===== config.mk =====
export PLATFORM = sky130hd
export DESIGN_NAME = mir_irq_status
export DESIGN_NICKNAME = d
export VERILOG_FILES = /design/src/design/mir_pkg.sv /design/src/design/mir_irq_status.sv
export SDC_FILE = /design/constraint.sdc
export NUM_CORES = 1
export LEC_CHECK = 0
export ABC_AREA = 0
export BUFFER_PORTS_ARGS = -buffer_cell sky130_fd_sc_hd__buf_4
export CORE_ASPECT_RATIO = 0.5
export CORE_MARGIN = 4
export CORE_UTILIZATION = 55
export CTS_CLUSTER_DIAMETER = 60
export DETAILED_ROUTE_END_ITERATION = 10
export PLACE_DENSITY = 0.76
export SLEW_MARGIN = 20
export SYNTH_ARGS = -nofsm -noshare
export SYNTH_HDL_FRONTEND = slang
export SYNTH_SLANG_ARGS = --single-unit

===== constraint.sdc =====
create_clock -name ref_clk -period 3.4 [get_ports ref_clk]
set_input_delay 0.17 -clock ref_clk [delete_from_list [all_inputs] [get_ports ref_clk]]
set_output_delay 0.17 -clock ref_clk [all_outputs]
set_load 0.01 [all_outputs]

===== src/design/mir_pkg.sv =====
/*
 * Constants, register map and carrier types for the metering interrupt
 * enable and status block (current channel A and voltage channel).
 * Assumes one core clock at 50 MHz and a metering datapath on that clock.
 */
// Overview of operation
// - Energy half-full events set flags 0 to 2
// - Overflow or underflow sets flags 3 to 5
// - No-load entry sets flags 6 to 8
// - Sign change of energy sets flags 9, 10
// - Missing current crossing past limit sets flag 11
// - Current channel A crossing sets flag 12
// - Current peak above threshold sets flag 13
// - Missing voltage crossing past limit sets flag 14
// - Voltage crossing sets flag 15
// - Voltage peak above threshold sets flag 16
// - New waveform sample set sets flag 17
// - Line cycle accumulation end sets flag 18
// - Voltage sag sets flag 19
// - Completed reset sequence sets flag 20
// - Reset-done interrupt can never be masked
// - Checksum change sets flag 21
// - Interrupt only where enable bit is one
// - Enable and status registers at two addresses
// - Mode bit 9 selects channel B apparent source
// - Active sign status bits 10 and 11
// - Reactive sign status bits 12 and 13
// - Live no-load state bits 16 to 21
package mir_pkg;

    // Register addresses, primary and alias
    localparam logic [9:0] ADDR_ACCMODE     = 10'h201;
    localparam logic [9:0] ADDR_ACCMODE_ALT = 10'h301;
    localparam logic [9:0] ADDR_IRQ_EN      = 10'h22c;
    localparam logic [9:0] ADDR_IRQ_EN_ALT  = 10'h32c;
    localparam logic [9:0] ADDR_STAT        = 10'h22d;
    localparam logic [9:0] ADDR_STAT_ALT    = 10'h32d;
    localparam logic [9:0] ADDR_STAT_CLR    = 10'h22e;
    localparam logic [9:0] ADDR_STAT_CLR_ALT = 10'h32e;
    localparam logic [9:0] ADDR_CROSS_LIMIT = 10'h0e0;
    localparam logic [9:0] ADDR_CUR_THRESH  = 10'h0e1;
    localparam logic [9:0] ADDR_VOLT_THRESH = 10'h0e2;

    // Flag positions in status and enable
    localparam int BIT_CROSS_TO_I = 11;
    localparam int BIT_CROSS_I    = 12;
    localparam int BIT_RESET_DONE = 20;
    localparam int BIT_CHECKSUM   = 21;

    // Field positions in the accumulation-mode register
    localparam int ACC_SRC_SEL_BIT = 9;
    localparam int ACC_SIGN_LSB    = 10;
    localparam int ACC_IDLE_LSB    = 16;

    // Masks and reset values
    localparam logic [31:0] EVT_MASK        = 32'h003f_ffff;
    localparam logic [31:0] EN_FORCED       = 32'h0010_0000;
    localparam logic [31:0] EN_RST          = 32'h0000_0000;
    localparam logic [9:0]  ACC_WR_RST      = 10'h000;
    localparam logic [15:0] CROSS_LIMIT_RST = 16'hffff;
    localparam logic [23:0] THRESH_RST      = 24'hff_ffff;

    // Timeout tick: one count of the crossing limit
    localparam int CLK_PERIOD_NS = 20;
    localparam int TICK_NS       = 1000;
    localparam int TICK_CYC      = TICK_NS / CLK_PERIOD_NS;

    // Register port request
    typedef struct packed {
        logic        wr;
        logic        rd;
        logic [9:0]  addr;
        logic [31:0] wdata;
    } mir_req_t;

    // Energy triple, active / reactive / apparent
    typedef struct packed {
        logic active;
        logic reactive;
        logic apparent;
    } mir_energy_t;

    // Signs of one channel
    typedef struct packed {
        logic active;
        logic reactive;
    } mir_sign_t;

    // One-cycle event pulses from the datapath
    typedef struct packed {
        mir_energy_t half;
        mir_energy_t wrap;
        logic        cross_i;
        logic        cross_v;
        logic        sample;
        logic        cycle_end;
        logic        sag;
        logic        soft_reset_done;
    } mir_evt_t;

    // Live levels from the datapath
    typedef struct packed {
        mir_energy_t idle_a;
        mir_energy_t idle_b;
        mir_sign_t   sign_a;
        mir_sign_t   sign_b;
        logic [23:0] peak_i;
        logic [23:0] peak_v;
        logic [31:0] checksum;
    } mir_lvl_t;

endpackage


===== src/design/mir_irq_status.sv =====
/*
 * Interrupt enable, sticky status and clearing logic for current channel A
 * and the voltage channel, plus the accumulation-mode status bits.
 * Assumes event pulses and levels come from logic on ref_clk, and that the
 * host port issues one-cycle read and write strobes.
 */
// Local design decision: the address-and-strobe port.
`timescale 1ns/1ns
`default_nettype none

module mir_irq_status
    import mir_pkg::*;
#(
    parameter int TICK_CYCLES = mir_pkg::TICK_CYC
) (
    input  wire logic              ref_clk,
    input  wire logic              reset,
    input  wire mir_pkg::mir_req_t req,
    output var  logic [31:0]       reg_rdata,
    input  wire mir_pkg::mir_evt_t evt,
    input  wire mir_pkg::mir_lvl_t lvl,
    output var  logic              chan_b_apparent_source_sel,
    output var  logic [8:0]        accum_mode,
    input  wire logic              irq_n_in,
    output var  logic              irq_n_out,
    output var  logic              irq_n_oe_n
);
    import mir_pkg::*;

    // Software state
    logic [31:0] enable_q;          // Interrupt enables
    logic [31:0] status_q;          // Sticky flags
    logic [31:0] status_d;
    logic [9:0]  acc_wr_q;          // Writable mode bits 9:0
    logic [15:0] cross_limit_q;     // Crossing timeout limit, in ticks
    logic [23:0] cur_thresh_q;      // Overcurrent level
    logic [23:0] volt_thresh_q;     // Overvoltage level
    logic [31:0] rdata_q;           // Read data, one cycle after strobe

    // Event detection state
    logic [31:0] evt_vec;           // One bit per flag source
    logic        boot_q;            // High for the cycle after reset
    mir_energy_t idle_a_q;          // Previous no-load levels
    mir_sign_t   sign_a_q;          // Previous signs
    logic        over_i_q;          // Previous overcurrent compare
    logic        over_v_q;          // Previous overvoltage compare
    logic [31:0] checksum_q;        // Last seen checksum
    logic        checksum_seen_q;   // Checksum has a reference
    logic        irq_q;             // Pin drive state

    // Crossing timeout machinery
    logic [15:0] tick_cnt_q;        // Tick prescaler
    logic        tick;
    logic [1:0]  cross_pulse;       // Bit 0 current, bit 1 voltage
    logic [1:0]  timeout_pulse;

    // Decoded strobes
    logic        wr_en;
    logic        wr_acc;
    logic        wr_limit;
    logic        wr_cthr;
    logic        wr_vthr;
    logic        rd_clear;
    logic [31:0] en_eff;
    logic [31:0] accmode_view;

    // Compares
    logic        over_i;
    logic        over_v;

    // Effective enables: reset-done always on
    assign en_eff = (enable_q & EVT_MASK) | EN_FORCED;

    // Write decode, either alias reaches the same register
    always_comb begin
        wr_en    = 1'b0;
        wr_acc   = 1'b0;
        wr_limit = 1'b0;
        wr_cthr  = 1'b0;
        wr_vthr  = 1'b0;
        if (req.wr && (req.addr == ADDR_IRQ_EN || req.addr == ADDR_IRQ_EN_ALT)) begin
            wr_en = 1'b1;
        end else if (req.wr && (req.addr == ADDR_ACCMODE || req.addr == ADDR_ACCMODE_ALT)) begin
            wr_acc = 1'b1;
        end else if (req.wr && req.addr == ADDR_CROSS_LIMIT) begin
            wr_limit = 1'b1;
        end else if (req.wr && req.addr == ADDR_CUR_THRESH) begin
            wr_cthr = 1'b1;
        end else if (req.wr && req.addr == ADDR_VOLT_THRESH) begin
            wr_vthr = 1'b1;
        end
    end

    // Clearing read, either alias
    assign rd_clear = req.rd && (req.addr == ADDR_STAT_CLR || req.addr == ADDR_STAT_CLR_ALT);

    // Enable register; bits above 21 never stored
    always_ff @(posedge ref_clk) begin
        if (reset) begin
            enable_q <= EN_RST;
        end else if (wr_en) begin
            enable_q <= req.wdata & EVT_MASK;
        end
    end

    // Mode bits and the limit and threshold registers
    always_ff @(posedge ref_clk) begin
        if (reset) begin
            acc_wr_q      <= ACC_WR_RST;
            cross_limit_q <= CROSS_LIMIT_RST;
            cur_thresh_q  <= THRESH_RST;
            volt_thresh_q <= THRESH_RST;
        end else begin
            if (wr_acc) begin
                acc_wr_q <= req.wdata[9:0];
            end
            if (wr_limit) begin
                cross_limit_q <= req.wdata[15:0];
            end
            if (wr_cthr) begin
                cur_thresh_q <= req.wdata[23:0];
            end
            if (wr_vthr) begin
                volt_thresh_q <= req.wdata[23:0];
            end
        end
    end

    // Mode outputs to the datapath
    assign chan_b_apparent_source_sel = acc_wr_q[ACC_SRC_SEL_BIT];
    assign accum_mode                 = acc_wr_q[8:0];

    // Accumulation-mode view: writable low bits, live status above
    always_comb begin
        accmode_view = 32'h0000_0000;
        accmode_view[9:0] = acc_wr_q;
        accmode_view[ACC_SIGN_LSB]     = lvl.sign_a.active;
        accmode_view[ACC_SIGN_LSB + 1] = lvl.sign_b.active;
        accmode_view[ACC_SIGN_LSB + 2] = lvl.sign_a.reactive;
        accmode_view[ACC_SIGN_LSB + 3] = lvl.sign_b.reactive;
        // Order here is active, apparent, reactive
        accmode_view[ACC_IDLE_LSB]     = lvl.idle_a.active;
        accmode_view[ACC_IDLE_LSB + 1] = lvl.idle_a.apparent;
        accmode_view[ACC_IDLE_LSB + 2] = lvl.idle_a.reactive;
        accmode_view[ACC_IDLE_LSB + 3] = lvl.idle_b.active;
        accmode_view[ACC_IDLE_LSB + 4] = lvl.idle_b.apparent;
        accmode_view[ACC_IDLE_LSB + 5] = lvl.idle_b.reactive;
    end

    // Read data: valid only in the cycle after the strobe, else zero
    always_ff @(posedge ref_clk) begin
        if (reset) begin
            rdata_q <= 32'h0000_0000;
        end else if (!req.rd) begin
            rdata_q <= 32'h0000_0000;
        end else if (req.addr == ADDR_IRQ_EN || req.addr == ADDR_IRQ_EN_ALT) begin
            rdata_q <= en_eff;
        end else if (req.addr == ADDR_STAT || req.addr == ADDR_STAT_ALT) begin
            rdata_q <= status_q;
        end else if (rd_clear) begin
            rdata_q <= status_q;
        end else if (req.addr == ADDR_ACCMODE || req.addr == ADDR_ACCMODE_ALT) begin
            rdata_q <= accmode_view;
        end else if (req.addr == ADDR_CROSS_LIMIT) begin
            rdata_q <= {16'h0000, cross_limit_q};
        end else if (req.addr == ADDR_CUR_THRESH) begin
            rdata_q <= {8'h00, cur_thresh_q};
        end else if (req.addr == ADDR_VOLT_THRESH) begin
            rdata_q <= {8'h00, volt_thresh_q};
        end else begin
            // Unmapped reads return zero
            rdata_q <= 32'h0000_0000;
        end
    end
    assign reg_rdata = rdata_q;

    // Boot marker: raises reset-done once hardware reset is over
    always_ff @(posedge ref_clk) begin
        if (reset) begin
            boot_q <= 1'b1;
        end else begin
            boot_q <= 1'b0;
        end
    end

    // Edge history for level sources
    always_ff @(posedge ref_clk) begin
        if (reset) begin
            idle_a_q <= '0;
            sign_a_q <= '0;
            over_i_q <= 1'b0;
            over_v_q <= 1'b0;
        end else begin
            idle_a_q <= lvl.idle_a;
            sign_a_q <= lvl.sign_a;
            over_i_q <= over_i;
            over_v_q <= over_v;
        end
    end

    // Checksum reference; first sample after reset is not a change
    always_ff @(posedge ref_clk) begin
        if (reset) begin
            checksum_q      <= 32'h0000_0000;
            checksum_seen_q <= 1'b0;
        end else begin
            checksum_q      <= lvl.checksum;
            checksum_seen_q <= 1'b1;
        end
    end

    // Peak compares; only the crossing into excess is an event
    assign over_i = lvl.peak_i > cur_thresh_q;
    assign over_v = lvl.peak_v > volt_thresh_q;

    // Tick prescaler for the crossing timeouts
    always_ff @(posedge ref_clk) begin
        if (reset) begin
            tick_cnt_q <= 16'h0000;
        end else if (tick) begin
            tick_cnt_q <= 16'h0000;
        end else begin
            tick_cnt_q <= tick_cnt_q + 16'h0001;
        end
    end
    assign tick = tick_cnt_q == 16'(TICK_CYCLES - 1);

    assign cross_pulse = {evt.cross_v, evt.cross_i};

    // One timeout watcher per channel, same limit for both
    for (genvar ch = 0; ch < 2; ch++) begin : g_timeout
        logic [15:0] cnt_q;   // Ticks since last crossing
        logic        armed_q; // Waiting for a crossing or a timeout
        // Fires once per silence; a crossing rearms it
        always_ff @(posedge ref_clk) begin
            if (reset) begin
                cnt_q   <= 16'h0000;
                armed_q <= 1'b1;
            end else if (cross_pulse[ch]) begin
                cnt_q   <= 16'h0000;
                armed_q <= 1'b1;
            end else if (timeout_pulse[ch]) begin
                armed_q <= 1'b0;
            end else if (armed_q && tick) begin
                cnt_q <= cnt_q + 16'h0001;
            end
        end
        assign timeout_pulse[ch] = armed_q && !cross_pulse[ch] &&
                                   (cnt_q >= cross_limit_q);
    end

    // Gather every flag source into one vector
    always_comb begin
        evt_vec = 32'h0000_0000;
        evt_vec[0]  = evt.half.active;
        evt_vec[1]  = evt.half.reactive;
        evt_vec[2]  = evt.half.apparent;
        evt_vec[3]  = evt.wrap.active;
        evt_vec[4]  = evt.wrap.reactive;
        evt_vec[5]  = evt.wrap.apparent;
        evt_vec[6]  = lvl.idle_a.active && !idle_a_q.active;
        evt_vec[7]  = lvl.idle_a.reactive && !idle_a_q.reactive;
        evt_vec[8]  = lvl.idle_a.apparent && !idle_a_q.apparent;
        // No sign history in the boot cycle, so a negative sign is no change
        evt_vec[9]  = !boot_q && (lvl.sign_a.active != sign_a_q.active);
        evt_vec[10] = !boot_q && (lvl.sign_a.reactive != sign_a_q.reactive);
        evt_vec[BIT_CROSS_TO_I] = timeout_pulse[0];
        evt_vec[BIT_CROSS_I]    = evt.cross_i;
        evt_vec[13] = over_i && !over_i_q;
        evt_vec[14] = timeout_pulse[1];
        evt_vec[15] = evt.cross_v;
        evt_vec[16] = over_v && !over_v_q;
        evt_vec[17] = evt.sample;
        evt_vec[18] = evt.cycle_end;
        evt_vec[19] = evt.sag;
        evt_vec[BIT_RESET_DONE] = boot_q || evt.soft_reset_done;
        evt_vec[BIT_CHECKSUM]   = checksum_seen_q &&
                                  (lvl.checksum != checksum_q);
    end

    // Sticky flags: an event in the clearing cycle wins over the clear
    always_comb begin
        status_d = status_q;
        if (rd_clear) begin
            status_d = 32'h0000_0000;
        end
        status_d = status_d | (evt_vec & EVT_MASK);
    end

    always_ff @(posedge ref_clk) begin
        if (reset) begin
            status_q <= 32'h0000_0000;
        end else begin
            status_q <= status_d;
        end
    end

    // Pin drive: pull low while any enabled flag is set
    always_ff @(posedge ref_clk) begin
        if (reset) begin
            irq_q <= 1'b0;
        end else begin
            irq_q <= |(status_q & en_eff);
        end
    end

    // Open drain: value is always low, enable decides
    assign irq_n_out  = 1'b0;
    assign irq_n_oe_n = !irq_q;
endmodule // mir_irq_status

`default_nettype wire


==> results.md <==
- DR iter-0 viols: 1,008
- Initial antenna violation count: 0
- Clock Power Share: 44.1%
- Max Used Layer: met4
- Wl on met1: 14,200 um
- Grt total ovfl: 0
- # IOs: 193
- Die Area: 0.0229 mm^2
- Post-CTS sizing: 0
- WL met3: 2730 um
- Clock-pin slew on the worst setup and hold paths: 0.07 ns
- Total inserted antenna cells: 0
- Static leakage: 0.00628 uW
- Max Root-Sink Buffers: 3
- HP Class: input port to register
- Min-delay src: req[43]
- Top-area cell type share of the netlist area: 41.5%
- Crit path kind: register to register
- R2R Setup Slk: 0.45 ns
- Net Sw Frac: 22.4%
- Synth Area in Adders: 9.34%
- Nature of the critical path startpoint: register
- Hold Path End: volt_thresh_q[0]
- Final std cells w/o fill: 1,807
- First-pass GRT wire length: 52,400 um
- Cell Pwr Density: 414 mW/mm^2
- RSZ-0062 raised after global routing: false
- Total clock sinks: 233
- Nets: 1,761
- Std cell rows: 36
- Flops & latches, synth: 233
- FF-to-FF Start: cross_limit_q[7]
- Max-slew violation count: 0
- Crit path from: cross_limit_q[7]
- Worst-margin pin slew: 0.971 ns
- Met2 WL: 15,600 um
- CP required: 3.77 ns
- Asr flop ratio synth: 0%
- P_int: 4550 uW
- Worst vdd ir: 0.233 mV
- Synth area leader: dfxtp_1
- Number of global-route vias before repair: 10,200
- Multi-input logic area: 0.00596 mm^2
- Switching power: 1310 uW
- F_max: 0.339 GHz
- Total of max-cap violations: 0
- Starting density of the core: 56.9%
- # DRC: 0
- Layout cells sized above 1: 15.3%
- Yosys cell types: 58
- Post-synthesis compound-gate area fraction: 16.2%
- Setup violators final: 0
- Simple-gate area share of the yosys netlist: 19.6%
- Antenna Nets Post-Route: 0
- Via count: 10,400
- Die width: 210 um
- Setup WS pre-CTS: 0.535 ns
- Main synth FF type: dfxtp_1
- Post-Synth XOR/XNOR Area: 4.83%
- Worst slew margin: 33.6%
- Largest family of logic cells by synthesized area: simple AND/OR/NAND/NOR gates
- Via density: 5.77
- Mapped Cells: 1,304
- Min setup slack post-route: 0.454 ns
- Worst R2R End: g_timeout[0].cnt_q[1]
- Detail Placement HPWL: 23,300 um
- Core area: 0.0198 mm^2
- Htree depth: 1
- Outcome: finished, final reports clean
- Synth top area cells: dfxtp_1 (41%), ha_1 (9.3%), a21oi_1 (5.3%)
- Die height: 109 um
- Crit end category: register
- Skew-Pair Late Insertion Delay: 0.51 ns
- GRT Total Usage: 28.1%
- Placed cells: 1,695
- TritonCTS clock tree: done
- Critical Path AT: 3.32 ns
- Crit path time final: 2.95 ns
- Fin crit share: 86.6%
- Commonest cells post-synth: dfxtp_1 (233), nand2_1 (157), a21oi_1 (120)
- Fin Clk Skew: 0.0143 ns
- Clk root buf: clkbuf_16
- Reg area: 0.00466 mm^2
- Average cell area after synthesis: 8.63 um^2
- Most frequent cell after synthesis: dfxtp_1
- Final Hold Viols: 0
- Maximum net fanout on the critical path: 30
- Cell Area, Synth: 0.0113 mm^2
- Largest net degree at the start of global routing: 69
- # port buffers: 174
- Mux contribution to synthesized area: 2.58%
- Hold Crit Depth: 4
- EDFF count, synth: 0
- Register-to-Register Path Depth: 9
- DRT Pass-1 Iters: 6
- Comb power frac: 8.1%
- Gp weighted congestion: 0.898
- Post-CTS setup buffers: 0
- Final TNS setup: 0 ns
- Routed length per instance: 18.5 um
- Post-Route WL: 33,400 um
- Area growth, synth to finish: 26.0%
- CTS Buf Count: 21
- Syn. warnings: 0
- Reg power frac: 47.9%
- Filler cells: 1,512
- Register area share after synthesis: 41.5%
power groups by stage:
stage,registers (uW),logic [uW],clock network [uW]
finish,2810,473,2580
global route,2810,507,2700
CTS,2800,455,2590
detailed placement,2860,381,0
global placement,2860,368,0
floorplan,2860,179,0
placed cells by master, fill, tap and decap left out, drive strengths merged, types with 19 or more instances in the layout:
master / Yosys / final
xor2: 41 / 41
clkbuf: 38 / 29
nand3: 25 / 25
o21ai: 21 / 21
a21oi: 120 / 120
ha: 84 / 84
o211ai: 64 / 64
nor4: 26 / 26
nor2: 120 / 120
nand4: 25 / 25
nor2b: 49 / 49
buf: 33 / 189
a221oi: 19 / 19
inv: 84 / 85
dlygate4sd3: 0 / 75
nand2: 157 / 157
dfxtp: 233 / 233
xnor2: 21 / 21
mux2i: 29 / 29
cell families (layout without fill, tap and decap cells):
kind of cell               count (synthesis)  after routing
and+or+nand+nor                          457            457
AOI/OAI and AO/OA                        283            283
DFF                                      233            233
buffers and inverters                    155            384
adders and majority gates                 84             84
xor gates and xnor gates                  62             62
muxes                                     29             29
other                                      1              9
sequential cells by signal, summed over array words and instances (netlist names), 2 cells and up:
| register | flops |
|---|---|
| acc_wr_q | 10 |
| g_timeout.cnt_q | 32 |
| cross_limit_q | 16 |
| enable_q | 21 |
| g_timeout.armed_q | 2 |
| idle_a_q | 3 |
| reg_rdata | 24 |
| tick_cnt_q | 16 |
| status_q | 22 |
| cur_thresh_q | 24 |
| volt_thresh_q | 24 |
| sign_a_q | 2 |
| checksum_q | 32 |
area by class of cell:
class	instances	area share (%)
clock buffer	29	4.20
clock inverter	7	1.01
inverter	84	2.22
multi-input combinational	924	42.0
sequential	233	32.9
tap	266	2.35
timing repair buffer	264	15.3
per-stage QoR:
step                hold slack (ns)  utilization (%)  cell area (um^2)  power [uW]
floorplan                     0.198                -             11300        3030
CTS                         0.00566             71.7             14200        5850
global placement              0.380             64.1             12700        3230
detailed placement            0.383             64.1             12700        3250
finish                      0.00503             71.7             14200        5860
global route                 0.0576             71.7             14200        6020
how the worst max path moves through the flow:
| stage | to | slack [ns] |
|---|---|---|
| 2_1_floorplan | g_timeout[0].cnt_q[7] | 1.05 |
| 3_3_place_gp | g_timeout[1].cnt_q[15] | 0.61 |
| 3_5_place_dp | g_timeout[1].cnt_q[15] | 0.53 |
| 4_1_cts | g_timeout[0].cnt_q[1] | 0.51 |
| 5_1_grt | g_timeout[0].cnt_q[3] | 0.23 |
| 6_report | g_timeout[0].cnt_q[1] | 0.45 |
repair_timing:
action,CTS,global route
setup endpoints to repair,0,0
endpoints found under the hold margin,149,0
hold buffers,75,0
worst max-delay path, cell delays in order (launching register included):
cell     delay [ns]
dfxtp_1        0.34
inv_1          0.09
ha_1           0.31
nand2_1        0.08
o21ai_0        0.20
a21oi_1        0.09
o41ai_1        0.61
a211o_1        0.76
mux2i_1        0.28
nor2_1         0.05
routing by layer:
| metal | global-route usage [%] | vias up |
|---|---|---|
| li1 | - | 5000 |
| met1 | 37.1 | 4939 |
| met2 | 47.3 | 425 |
| met3 | 5.09 | 65 |
| met4 | 8.89 | 0 |
| met5 | 0 | - |
No activity file was read; power rests on OpenSTA's default activity.
